==> src/inc/ddso_defines.svh <==
// Constants for the DRAM drive strength offset select register bank.
// Assumes an APB slave with one aligned 32-bit word per register.
`ifndef DDSO_DEFINES_SVH
`define DDSO_DEFINES_SVH

// ----------------------------------------------------------------------
// Register indices (byte address is four times the index)
// ----------------------------------------------------------------------
`define DDSO_IDX_MODE_SEL      8'he1
`define DDSO_IDX_DATA_DRIVE    8'he2
`define DDSO_IDX_RSVD_E3       8'he3
`define DDSO_IDX_SELECT_DRIVE  8'he4
`define DDSO_IDX_RSVD_E5       8'he5
`define DDSO_IDX_CLK0_DRIVE    8'he6
`define DDSO_IDX_CLK1_DRIVE    8'he7

// ----------------------------------------------------------------------
// Mode-select bit positions
// ----------------------------------------------------------------------
`define DDSO_MODE_ODT          0
`define DDSO_MODE_DATA         1
`define DDSO_MODE_STROBE       2
`define DDSO_MODE_SELECT       3
`define DDSO_MODE_CLK0         4
`define DDSO_MODE_CLK1         5
`define DDSO_MODE_ADDR_CMD     6

// ----------------------------------------------------------------------
// Drive register fields and reset values
// ----------------------------------------------------------------------
`define DDSO_PU_MSB            7
`define DDSO_PU_LSB            4
`define DDSO_PD_MSB            3
`define DDSO_PD_LSB            0
`define DDSO_OFS_SIGN          3
`define DDSO_MODE_SEL_RST      8'h00
`define DDSO_DRIVE_RST         8'h00
`define DDSO_BASE_MSB          7
`define DDSO_BASE_LSB          4

`endif

==> src/inc/ddso_pkg.sv <==
// Types for the DRAM drive strength offset select register bank.
// Assumes ddso_defines.svh carries all numeric constants.
package ddso_pkg;

    typedef logic [3:0] ddso_code_t;
    typedef logic [7:0] ddso_reg_t;

    // Groups that carry their own drive register in this bank
    typedef enum logic [1:0] {
        DDSO_GRP_DATA   = 2'h0,
        DDSO_GRP_SELECT = 2'h1,
        DDSO_GRP_CLK0   = 2'h2,
        DDSO_GRP_CLK1   = 2'h3
    } ddso_group_t;

endpackage

==> src/rtl/ddso_drive_regs.sv <==
// Drive strength register bank with manual / offset code selection.
// Assumes comp_result comes from the compensation circuit on pclk.
`timescale 1ns/1ps
`include "ddso_defines.svh"

module ddso_drive_regs (
    // Clock, reset, clock enable
    input  wire logic        pclk,
    input  wire logic        presetn,
    input  wire logic        pclk_en,
    // APB slave
    input  wire logic        psel,
    input  wire logic        penable,
    input  wire logic        pwrite,
    input  wire logic [11:0] paddr,
    input  wire logic [31:0] pwdata,
    input  wire logic [3:0]  pstrb,
    output logic             pready,
    output logic [31:0]      prdata,
    output logic             pslverr,
    // Compensation result, base code in the upper nibble
    input  wire logic [7:0]  comp_result,
    // Pad driver codes
    output logic [3:0]       data_pu_code,
    output logic [3:0]       data_pd_code,
    output logic [3:0]       select_pu_code,
    output logic [3:0]       select_pd_code,
    output logic [3:0]       clk0_pu_code,
    output logic [3:0]       clk0_pd_code,
    output logic [3:0]       clk1_pu_code,
    output logic [3:0]       clk1_pd_code,
    // Mode bits for groups whose drive registers live elsewhere
    output logic             addr_cmd_offset_mode,
    output logic             strobe_offset_mode,
    output logic             odt_offset_mode
);

    // ------------------------------------------------------------------
    // Address decode
    // ------------------------------------------------------------------
    logic                  rd_held_q;
    logic                  xfer_done;
    logic                  capture;
    logic                  write_en;
    logic                  aligned;
    logic [7:0]            idx;
    logic                  hit_mode;
    logic                  hit_rsvd;
    logic [3:0]            hit_drive;
    logic                  mapped;

    assign idx         = paddr[9:2];
    assign aligned     = (paddr[1:0] == 2'h0) && (paddr[11:10] == 2'h0);
    assign hit_mode    = aligned && (idx == `DDSO_IDX_MODE_SEL);
    // Reserved words answer without error but store nothing
    assign hit_rsvd    = aligned && ((idx == `DDSO_IDX_RSVD_E3) ||
                                     (idx == `DDSO_IDX_RSVD_E5));
    assign hit_drive[ddso_pkg::DDSO_GRP_DATA] =
        aligned && (idx == `DDSO_IDX_DATA_DRIVE);
    assign hit_drive[ddso_pkg::DDSO_GRP_SELECT] =
        aligned && (idx == `DDSO_IDX_SELECT_DRIVE);
    assign hit_drive[ddso_pkg::DDSO_GRP_CLK0] =
        aligned && (idx == `DDSO_IDX_CLK0_DRIVE);
    assign hit_drive[ddso_pkg::DDSO_GRP_CLK1] =
        aligned && (idx == `DDSO_IDX_CLK1_DRIVE);
    assign mapped      = hit_mode || hit_rsvd || (|hit_drive);

    // Writes wait only while pclk_en is low; a read waits until an enabled edge has captured
    // its word, which costs one cycle when the setup edge was frozen
    assign pready      = pclk_en && (pwrite || rd_held_q);
    assign pslverr     = psel && penable && !mapped;
    assign xfer_done   = psel && penable && pready;
    assign capture     = pclk_en && psel && !xfer_done;
    // Only the low byte lane carries data
    assign write_en    = pclk_en && psel && penable && pwrite && mapped &&
                         pstrb[0];

    // ------------------------------------------------------------------
    // Mode select register
    // ------------------------------------------------------------------
    ddso_pkg::ddso_reg_t mode_q;

    always_ff @(posedge pclk or negedge presetn) begin
        if (!presetn) begin
            mode_q <= `DDSO_MODE_SEL_RST;
        end else if (write_en && hit_mode) begin
            mode_q <= pwdata[7:0];
        end
    end

    assign addr_cmd_offset_mode = mode_q[`DDSO_MODE_ADDR_CMD];
    assign strobe_offset_mode   = mode_q[`DDSO_MODE_STROBE];
    assign odt_offset_mode      = mode_q[`DDSO_MODE_ODT];

    // ------------------------------------------------------------------
    // Offset arithmetic
    // ------------------------------------------------------------------
    function automatic ddso_pkg::ddso_code_t apply_offset(
        input ddso_pkg::ddso_code_t base,
        input ddso_pkg::ddso_code_t ofs
    );
        logic [4:0] sum;
        logic [4:0] step;
        logic [4:0] diff;
        sum  = {1'b0, base} + {2'h0, ofs[2:0]};
        step = 5'h08 - {2'h0, ofs[2:0]};
        diff = {1'b0, base} - step;
        if (!ofs[`DDSO_OFS_SIGN]) begin
            apply_offset = sum[4] ? 4'hf : sum[3:0];
        end else begin
            // Nibble 1000 gives a step of eight, not zero
            apply_offset = diff[4] ? 4'h0 : diff[3:0];
        end
    endfunction

    // ------------------------------------------------------------------
    // Per-group drive registers and code selection
    // ------------------------------------------------------------------
    ddso_pkg::ddso_code_t base_code;
    ddso_pkg::ddso_reg_t  drive_q [4];
    ddso_pkg::ddso_code_t pu_d    [4];
    ddso_pkg::ddso_code_t pd_d    [4];
    ddso_pkg::ddso_code_t pu_q    [4];
    ddso_pkg::ddso_code_t pd_q    [4];
    logic [3:0]           grp_mode;

    // Both nibbles share the one compensation base
    assign base_code = comp_result[`DDSO_BASE_MSB:`DDSO_BASE_LSB];

    assign grp_mode[ddso_pkg::DDSO_GRP_DATA]   =
        mode_q[`DDSO_MODE_DATA];
    assign grp_mode[ddso_pkg::DDSO_GRP_SELECT] =
        mode_q[`DDSO_MODE_SELECT];
    assign grp_mode[ddso_pkg::DDSO_GRP_CLK0]   =
        mode_q[`DDSO_MODE_CLK0];
    assign grp_mode[ddso_pkg::DDSO_GRP_CLK1]   =
        mode_q[`DDSO_MODE_CLK1];

    for (genvar g = 0; g < 4; g++) begin : g_grp
        ddso_pkg::ddso_code_t pu_set;
        ddso_pkg::ddso_code_t pd_set;

        always_ff @(posedge pclk or negedge presetn) begin
            if (!presetn) begin
                drive_q[g] <= `DDSO_DRIVE_RST;
            end else if (write_en && hit_drive[g]) begin
                drive_q[g] <= pwdata[7:0];
            end
        end

        assign pu_set = drive_q[g][`DDSO_PU_MSB:`DDSO_PU_LSB];
        assign pd_set = drive_q[g][`DDSO_PD_MSB:`DDSO_PD_LSB];

        always_comb begin
            if (grp_mode[g]) begin
                pu_d[g] = apply_offset(base_code, pu_set);
                pd_d[g] = apply_offset(base_code, pd_set);
            end else begin
                pu_d[g] = pu_set;
                pd_d[g] = pd_set;
            end
        end

        // One register stage keeps the pad controls glitch free
        always_ff @(posedge pclk or negedge presetn) begin
            if (!presetn) begin
                pu_q[g] <= 4'h0;
                pd_q[g] <= 4'h0;
            end else if (pclk_en) begin
                pu_q[g] <= pu_d[g];
                pd_q[g] <= pd_d[g];
            end
        end
    end

    assign data_pu_code   = pu_q[ddso_pkg::DDSO_GRP_DATA];
    assign data_pd_code   = pd_q[ddso_pkg::DDSO_GRP_DATA];
    assign select_pu_code = pu_q[ddso_pkg::DDSO_GRP_SELECT];
    assign select_pd_code = pd_q[ddso_pkg::DDSO_GRP_SELECT];
    assign clk0_pu_code   = pu_q[ddso_pkg::DDSO_GRP_CLK0];
    assign clk0_pd_code   = pd_q[ddso_pkg::DDSO_GRP_CLK0];
    assign clk1_pu_code   = pu_q[ddso_pkg::DDSO_GRP_CLK1];
    assign clk1_pd_code   = pd_q[ddso_pkg::DDSO_GRP_CLK1];

    // ------------------------------------------------------------------
    // Read data, captured at the first enabled edge of a transfer
    // ------------------------------------------------------------------
    logic [31:0] rdata_d;
    logic [31:0] rdata_q;

    always_comb begin
        rdata_d = 32'h0000_0000;
        if (hit_mode) begin
            rdata_d = {24'h00_0000, mode_q};
        end else if (hit_drive[ddso_pkg::DDSO_GRP_DATA]) begin
            rdata_d = {24'h00_0000, drive_q[ddso_pkg::DDSO_GRP_DATA]};
        end else if (hit_drive[ddso_pkg::DDSO_GRP_SELECT]) begin
            rdata_d = {24'h00_0000, drive_q[ddso_pkg::DDSO_GRP_SELECT]};
        end else if (hit_drive[ddso_pkg::DDSO_GRP_CLK0]) begin
            rdata_d = {24'h00_0000, drive_q[ddso_pkg::DDSO_GRP_CLK0]};
        end else if (hit_drive[ddso_pkg::DDSO_GRP_CLK1]) begin
            rdata_d = {24'h00_0000, drive_q[ddso_pkg::DDSO_GRP_CLK1]};
        end
    end

    always_ff @(posedge pclk or negedge presetn) begin
        if (!presetn) begin
            rdata_q <= 32'h0000_0000;
        end else if (capture) begin
            rdata_q <= rdata_d;
        end
    end

    // Set once the word of the current transfer is held, cleared as the
    // transfer completes so that the next one captures afresh
    always_ff @(posedge pclk or negedge presetn) begin
        if (!presetn) begin
            rd_held_q <= 1'b0;
        end else if (xfer_done) begin
            rd_held_q <= 1'b0;
        end else if (capture) begin
            rd_held_q <= 1'b1;
        end
    end

    assign prdata = rdata_q;

endmodule

==> config.mk <==
export PLATFORM = sky130hd
export DESIGN_NAME = ddso_drive_regs
export DESIGN_NICKNAME = d
export VERILOG_FILES = /design/src/inc/ddso_pkg.sv /design/src/rtl/ddso_drive_regs.sv
export VERILOG_INCLUDE_DIRS = /design/src /design/src/inc
export SDC_FILE = /design/constraint.sdc
export NUM_CORES = 1
export LEC_CHECK = 0
export BUFFER_PORTS_ARGS = -buffer_cell sky130_fd_sc_hd__buf_2
export CORE_ASPECT_RATIO = 1.1
export CORE_MARGIN = 3
export CORE_UTILIZATION = 35
export CTS_BUF_LIST = sky130_fd_sc_hd__clkbuf_2
export DETAILED_ROUTE_END_ITERATION = 10
export SLEW_MARGIN = 0
export SYNTH_ARGS = -nofsm -noshare
export SYNTH_HDL_FRONTEND = slang
export SYNTH_SLANG_ARGS = --single-unit
==> constraint.sdc <==
create_clock -name pclk -period 5 [get_ports pclk]
set_input_delay 0 -clock pclk [delete_from_list [all_inputs] [get_ports pclk]]
set_output_delay 0 -clock pclk [all_outputs]
set_load 0.1 [all_outputs]
==> impl_metrics.json, run 1 <==
{
  "finalWirelength_um": 15900,
  "fin_nets": 767,
  "rsz0062_at_grt": "false",
  "critPathCaptureType": "flip-flop",
  "wl_per_cell_um": 18.1,
  "cts_tree": "built",
  "track_usage_pct": 17.7,
  "critPathRequiredTime_ns": 5.46,
  "slowest_stage": "nor4_4",
  "viasPerCell": 5.61,
  "seqCellArea_sq_um": 2030,
  "setup_viol": 0,
  "synthCells": 605,
  "ys_warn_count": 0,
  "worstSetupPathType": "primary input to flip-flop",
  "path_buf_inv": 3,
  "drt_pass1_iterations": 5,
  "io_pins": 131,
  "ir_drop_mv": 0.103,
  "portBuffers": 75,
  "synth_area_sq_um": 5670,
  "hold_path.class": "primary input to flip-flop",
  "fp-row-count": 48,
  "p_per_area_nw_per_um2": 215,
  "fill_cells": 1589,
  "grt_pass1_vias": 4726,
  "insertion_delay_ns": 0.54,
  "drv_slew": 0,
  "dieArea_sq_um": 17800,
  "antenna_found_initial": 1,
  "core_sq_um": 15800,
  "ys_top_cells_by_area": "dfrtp_1 (36%), mux2_2 (7.7%), ha_1 (5.3%)",
  "hpwl_um": 11200,
  "numCtsBuffers": 9,
  "skew_ns": 0.0106,
  "grt_max_degree": 82,
  "placed_cells": 848,
  "cap_violations": 0,
  "seqPwrFrac_pct": 49.4,
  "overflow": 0,
  "die_width_um": 127,
  "drc": 0,
  "start_util_pct": 35.9,
  "preCtsSetupSlack_ns": 2.70,
  "timing.fmax_ghz": 0.448,
  "relSlewSlack_pct": 29.7,
  "async_flop_share_pct": 100,
  "grt_pass1_wl_um": 25100,
  "crit_family": "simple AND/OR/NAND/NOR gates",
  "min_period_ns": 2.23,
  "die_h_um": 140,
  "max_stage_delay_ns": 0.62,
  "path_cells": "dlygate4sd3_1 > buf_2 > buf_4 > nand2_1 > or3_1 > nor4_4 > mux2_2",
  "drive_gt1_share_pct": 20.8,
  "htreeDepth": 3,
  "pwr-share-comb_pct": 23.7,
  "drtIter0Drc": 356,
  "ys_ff_latch": 81,
  "multi_input_area_sq_um": 3270,
  "ys_types": 60,
  "worst-endpoint-arrival_ns": 2.69,
  "yosysMostFrequentCell": "dfrtp_1",
  "hold_viol_final": 0,
  "cp_max_fo": 47,
  "leakage_nw": 3.02,
  "synth_edf_count": 0,
  "internal_power_w": 0.000846,
  "sw_frac_of_total_pct": 38.0,
  "switchingPower_w": 0.000519,
  "yosysSeqAreaShare_pct": 35.7,
  "clk_path_buf_depth": 2,
  "ant_nets": 0,
  "synthToLayoutAreaGrowth_pct": 12.1,
  "fin_cells": 879,
  "synth_top_area_share_pct": 35.7,
  "synth_area_per_cell_sq_um": 9.38,
  "clkTransAtPathRegs_ns": 0.23,
  "worst_slew_pin_slew_ns": 1.06,
  "p_clk_share_pct": 26.9,
  "fin_crit_sh_pct": 44.7,
  "crit_path_start_kind": "primary input",
  "routabilityCongestion": 0.859,
  "clock_sinks": 81,
  "status": "finished, final reports clean",
  "final.setup.worst_slack_ns": 2.77,
  "yosys.area.top_type": "dfrtp_1",
  "synth_ff_type": "dfrtp_1",
  "tns_ns": 0,
  "vias": 4931,
  "synth_common_cells": "dfrtp_1 (81), inv_1 (42), nor2_1 (40), mux2_2 (39), nand2_1 (33)",
  "cts_root_buf": "clkbuf_2"
}
## power by group through the flow
stage | registers (W) | clock network (W) | logic [W]
global route | 0.000676 | 0.000410 | 0.000343
finish | 0.000674 | 0.000367 | 0.000324
global placement | 0.000685 | 0 | 0.000311
floorplan | 0.000759 | 0 | 0.000182
detailed placement | 0.000685 | 0 | 0.000315
CTS | 0.000674 | 0.000388 | 0.000325
## flip-flops by register name (all words and copies together) (netlist names)
name	flops
clk0_pd_code	4
clk0_pu_code	4
clk1_pd_code	4
clk1_pu_code	4
data_pd_code	4
data_pu_code	4
drive_q	32
mode_q	8
prdata	8
rd_held_q	1
select_pd_code	4
select_pu_code	4
## routing by layer
metal | part of all wire [%] | GRT usage (%)
met3 | 5.8 | 2.42
met4 | 2.2 | 7.00
met5 | 0 | 0
met2 | 46 | 28.4
met1 | 46 | 24.2
## area by class of cell
type	count	area share [%]
Multi-Input combinational cell	447	51.4
Sequential cell	81	31.9
Timing Repair Buffer	91	8.38
Tap cell	200	3.94
Inverter	43	2.54
Clock inverter	6	1.06
Clock buffer	10	0.787
Antenna cell	1	0.0394
## kinds of logic (layout without fill, tap and decap cells)
group                      Yosys count  in the layout  share of synthesized area, %
AOI/OAI and AO/OA                  158            158                          19.9
DFF                                 81             81                          35.7
and+or+nand+nor                    182            182                          18.1
other                                1             25                        0.0661
xor gates and xnor gates             1              1                         0.154
muxes                               50             50                          9.70
adders and majority gates           32             32                          8.11
buffers and inverters              100            150                          8.22
## worst paths after layout
kind / from / end / slack, ns / depth (start not counted)
min in group asynchronous: presetn / clk0_pu_code[2]$_DFFE_PN0P_ / 0.15 / 2
hold reg to reg: clk0_pd_code[0]$_DFFE_PN0P_ / clk0_pd_code[0]$_DFFE_PN0P_ / 0.51 / 1
setup / recovery: pclk_en / mode_q[0]$_DFFE_PN0P_ / 2.77 / 7
max in group asynchronous: presetn / prdata[5]$_DFFE_PN0P_ / 4.19 / 2
hold / removal: penable / rd_held_q$_DFFE_PN0P_ / 0.11 / 4
setup reg to reg: drive_q[20]$_DFFE_PN0P_ / select_pu_code[3]$_DFFE_PN0P_ / 2.91 / 7
## through the flow
step	hold WS (ns)	instance area [sq um]	power [W]	util (%)
after floorplan	-0.296	5760	0.000941	-
after global placement	0.246	6100	0.000996	38.6
after detailed placement	0.258	6100	0.00100	38.6
after CTS	0.0510	6360	0.00139	40.2
after global routing	0.0862	6360	0.00143	40.3
final	0.111	6360	0.00136	40.3
## worst reg2reg max path: stages, from the launching register on
cell and delay (ns):
dfrtp_1 0.50, ha_1 0.21, inv_1 0.06, fa_1 0.41
or3b_2 0.45, mux2i_1 0.15, a211oi_1 0.10, nor4_1 0.17
## cells in the final DEF (no fill, tap or decap), drive strengths merged, types with 3 or more instances in the layout
cell type and instances:
nand4 3, o21ai 13, nand3b 5, or3 4, nor2b 26, nand4bb 3
nor2 40, conb 24, buf 77, a21o 13, nor4 8, dlygate4sd3 14
o311ai 7, a211oi 8, a32o 8, a211o 7, o211ai 11, mux2 40
clkbuf 10, a21oi 32, nand3 13, fa 8, o221ai 16, mux2i 10
a22oi 4, ha 24, nand2b 25, clkinv 3, nand2 33, a31oi 17
and2 4, dfrtp 81, o22ai 6, nor4bb 3, inv 43
## repair_timing
item	CTS	global route
hold buffers	14	0
hold endpoints to repair	132	0
gates resized for setup	0	0
setup buffers	0	0
(Power assumes the default switching activity.)
==> inputs of run 2 (changes only) <==
--- a/config.mk
+++ b/config.mk
@@ -6,6 +6,7 @@
 export SDC_FILE = /design/constraint.sdc
 export NUM_CORES = 1
 export LEC_CHECK = 0
+export ABC_AREA = 1
 export BUFFER_PORTS_ARGS = -buffer_cell sky130_fd_sc_hd__buf_2
 export CORE_ASPECT_RATIO = 1.1
 export CORE_MARGIN = 3
==> constraint.sdc (replaced) <==
create_clock -name pclk -period 2.2 [get_ports pclk]
set_input_delay 0 -clock pclk [delete_from_list [all_inputs] [get_ports pclk]]
set_output_delay 0 -clock pclk [all_outputs]
set_load 0.1 [all_outputs]
==> run 2 against run 1 <==
  * First-iteration DRC count is 19% lower
  * Via count grew 4.5%
  * Hold slack worse by 0.062 ns
  * Design area increased by 3.9%
  * Routed wire length decreased by 3.0%
  * Sequential cell count is the same
  * Worst setup slack worse by 2.7 ns
  * Clock power grew to 3.2 times the previous value
  * Critical path depth increased by 2
  * Clock-buffer cell count grew 1
  * Clock skew increased by 0.024 ns
  * Largest cell class unchanged
  * Highest routed layer unchanged
==> impl_metrics.json, run 2 <==
{
  "status": "finished, final reports clean",
  "largest_reg_flops": 32,
  "clock_sinks": 81,
  "hold_path.class": "primary input to flip-flop",
  "skew_ns": 0.0343,
  "pwr-share-comb_pct": 22.2,
  "cts_setup_buffers": 0,
  "yosysMostFrequentCell": "nand2_1",
  "drv_slew": 0,
  "fin_nets": 960,
  "io_pins": 131,
  "min-delay-start": "comp_result[4]",
  "min_period_ns": 2.17,
  "r2r_end": "rd_held_q$_DFFE_PN0P_",
  "relSlewSlack_pct": 61.7,
  "worstSetupPathType": "primary input to flip-flop",
  "drc": 0,
  "synthCells": 764,
  "drtIter0Drc": 289,
  "cts_tree": "built",
  "wl_per_cell_um": 14.4,
  "yosys.area.top_type": "dfrtp_1",
  "overflow": 0,
  "drt_pass1_iterations": 5,
  "ys_types": 31,
  "preCtsSetupSlack_ns": 0.417,
  "hold_path_depth": 4,
  "cts_root_buf": "clkbuf_2",
  "vias": 5154,
  "leakage_nw": 3.51,
  "ys_ff_latch": 81,
  "drive_gt1_share_pct": 16.6,
  "multi_input_area_sq_um": 2940,
  "routabilityCongestion": 0.876,
  "finalWirelength_um": 15400,
  "synth_area_per_cell_sq_um": 7.34,
  "layout_commonest_cell": "nand2_1",
  "critPathCaptureType": "flip-flop",
  "numCtsBuffers": 9,
  "tns_ns": 0,
  "r2r-start": "rd_held_q$_DFFE_PN0P_",
  "ir_drop_mv": 0.436,
  "track_usage_pct": 17.6,
  "dieArea_sq_um": 17600,
  "portBuffers": 75,
  "final.setup.worst_slack_ns": 0.0265,
  "grt_max_degree": 42,
  "synth_edf_count": 0,
  "synth_ff_type": "dfrtp_1",
  "synth_top_area_share_pct": 36.1,
  "max_stage_delay_ns": 0.60,
  "reg2regPathDepth": 6,
  "synth_area_sq_um": 5610,
  "core_sq_um": 15300,
  "p_clk_share_pct": 33.5,
  "timing.fmax_ghz": 0.460,
  "synthToLayoutAreaGrowth_pct": 17.8,
  "yosysSeqAreaShare_pct": 36.1,
  "grt_pass1_vias": 4785,
  "cp_max_fo": 16,
  "diodes": 0,
  "largest-register": "drive_q",
  "clkTransAtPathRegs_ns": 0.24,
  "internal_power_w": 0.00228,
  "antenna_found_initial": 0,
  "cap_violations": 0,
  "die_h_um": 139,
  "async_flop_share_pct": 100,
  "synth_common_cells": "nand2_1 (184), inv_1 (104), dfrtp_1 (81), nand3_1 (68), a21oi_1 (63)",
  "switchingPower_w": 0.00118,
  "hpwl_um": 11200,
  "hold_viol_final": 0,
  "sw_frac_of_total_pct": 34.1,
  "worst-endpoint-arrival_ns": 2.69,
  "fp-row-count": 47,
  "crit_path_start_kind": "primary input",
  "rsz0062_at_grt": "false",
  "setup_viol": 0,
  "critPathRequiredTime_ns": 2.71,
  "start_util_pct": 36.5,
  "clk_path_buf_depth": 2,
  "grt_pass1_wl_um": 24600,
  "insertion_delay_ns": 0.59,
  "ant_nets": 0,
  "slowest_stage": "dlygate4sd3_1",
  "worst_slew_pin_slew_ns": 0.574,
  "seqPwrFrac_pct": 44.3,
  "fin_crit_sh_pct": 98.8,
  "path_cells": "dlygate4sd3_1 > buf_2 > nand3_1 > dlygate4sd3_1 > nor2_4 > nand3_4 > nand2_1 > o21ai_2 > dlygate4sd3_1",
  "cts_resized": 0,
  "ys_top_cells_by_area": "dfrtp_1 (36%), nand2_1 (12%), inv_1 (7.0%)",
  "ys_warn_count": 0,
  "worst_path_most_repeated_cell": "dlygate4sd3_1",
  "viasPerCell": 4.83,
  "htreeDepth": 3,
  "final_cell_mix": "nand2_1 (184), inv_1 (104), dfrtp_1 (81)",
  "die_width_um": 127,
  "r2r_setup_slack_ns": 0.14,
  "seqCellArea_sq_um": 2030,
  "hold-path-endpoint": "select_pd_code[0]$_DFFE_PN0P_",
  "fill_cells": 1574,
  "p_per_area_nw_per_um2": 524
}
## run 2: how the worst max path moves through the flow
| stage | from | end | slack [ns] |
|---|---|---|---|
| after floorplan | paddr[5] | pslverr | 0.38 |
| after global placement | drive_q[4]$_DFFE_PN0P_ | clk1_pu_code[0]$_DFFE_PN0P_ | 0.44 |
| after detailed placement | comp_result[4] | clk0_pd_code[0]$_DFFE_PN0P_ | 0.42 |
| after CTS | pclk_en | drive_q[11]$_DFFE_PN0P_ | 0.12 |
| after global routing | penable | drive_q[12]$_DFFE_PN0P_ | 0.02 |
| final | penable | drive_q[10]$_DFFE_PN0P_ | 0.03 |
## run 2: metrics by stage
step / hold slack, ns / cells / instance area [sq um] / power, W / util (%)
2_1_floorplan: -0.296 / 787 / 5690 / 0.00214 / -
3_3_place_gp: 0.0357 / 1023 / 6130 / 0.00229 / 40.0
3_5_place_dp: 0.0363 / 1023 / 6130 / 0.00229 / 40.0
4_1_cts: 0.0426 / 1067 / 6610 / 0.00351 / 43.0
5_1_grt: 0.0575 / 1067 / 6610 / 0.00361 / 43.0
6_report: 0.0489 / 1067 / 6610 / 0.00346 / 43.0
## run 2: cell families (layout without fill, tap and decap cells)
logic type / Yosys count / count (layout) / share of synthesized area, %
AO/OA/AOI/OAI: 162 / 162 / 15.7
XOR/XNOR: 8 / 8 / 1.25
adder cells (fa/ha/maj): 32 / 32 / 8.21
buffers and inverters: 158 / 242 / 13.1
flip-flops: 81 / 81 / 36.1
other: 1 / 24 / 0.0669
AND/OR/NAND/NOR: 322 / 322 / 25.6
## run 2: cell type report
cell class	count	area share [%]
sequential	81	30.7
tap	196	3.71
clock inverter	5	1.93
inverter	111	6.31
timing repair buffer	115	12.1
multi-input combinational	548	44.4
clock buffer	11	0.833
## run 2: power groups by stage
stage	clock [W]	combinational, W	sequential (W)
global placement	0	0.000731	0.00156
detailed placement	0	0.000734	0.00156
CTS	0.00120	0.000774	0.00154
floorplan	0	0.000387	0.00176
finish	0.00116	0.000770	0.00153
global route	0.00126	0.000817	0.00154
## run 2: worst max-delay path: cells and delay by family
kind,cells,cell delay [ns]
AND/OR/NAND/NOR,4,0.77
buffers and inverters,4,1.85
AO/OA/AOI/OAI,1,0.05
## run 2: routing by layer
layer | GRT usage, % | share of wire (%) | vias up
li1 | - | - | 2617
met1 | 23.1 | 44 | 2381
met2 | 29.3 | 49 | 130
met3 | 3.35 | 5.1 | 26
met4 | 5.48 | 2.3 | 0
met5 | 0 | 0 | -
## run 2: timing repair
item / CTS / global route
hold buffers: 28 / 0
setup endpoints to repair: 0 / 1
endpoints found under the hold margin: 159 / 0
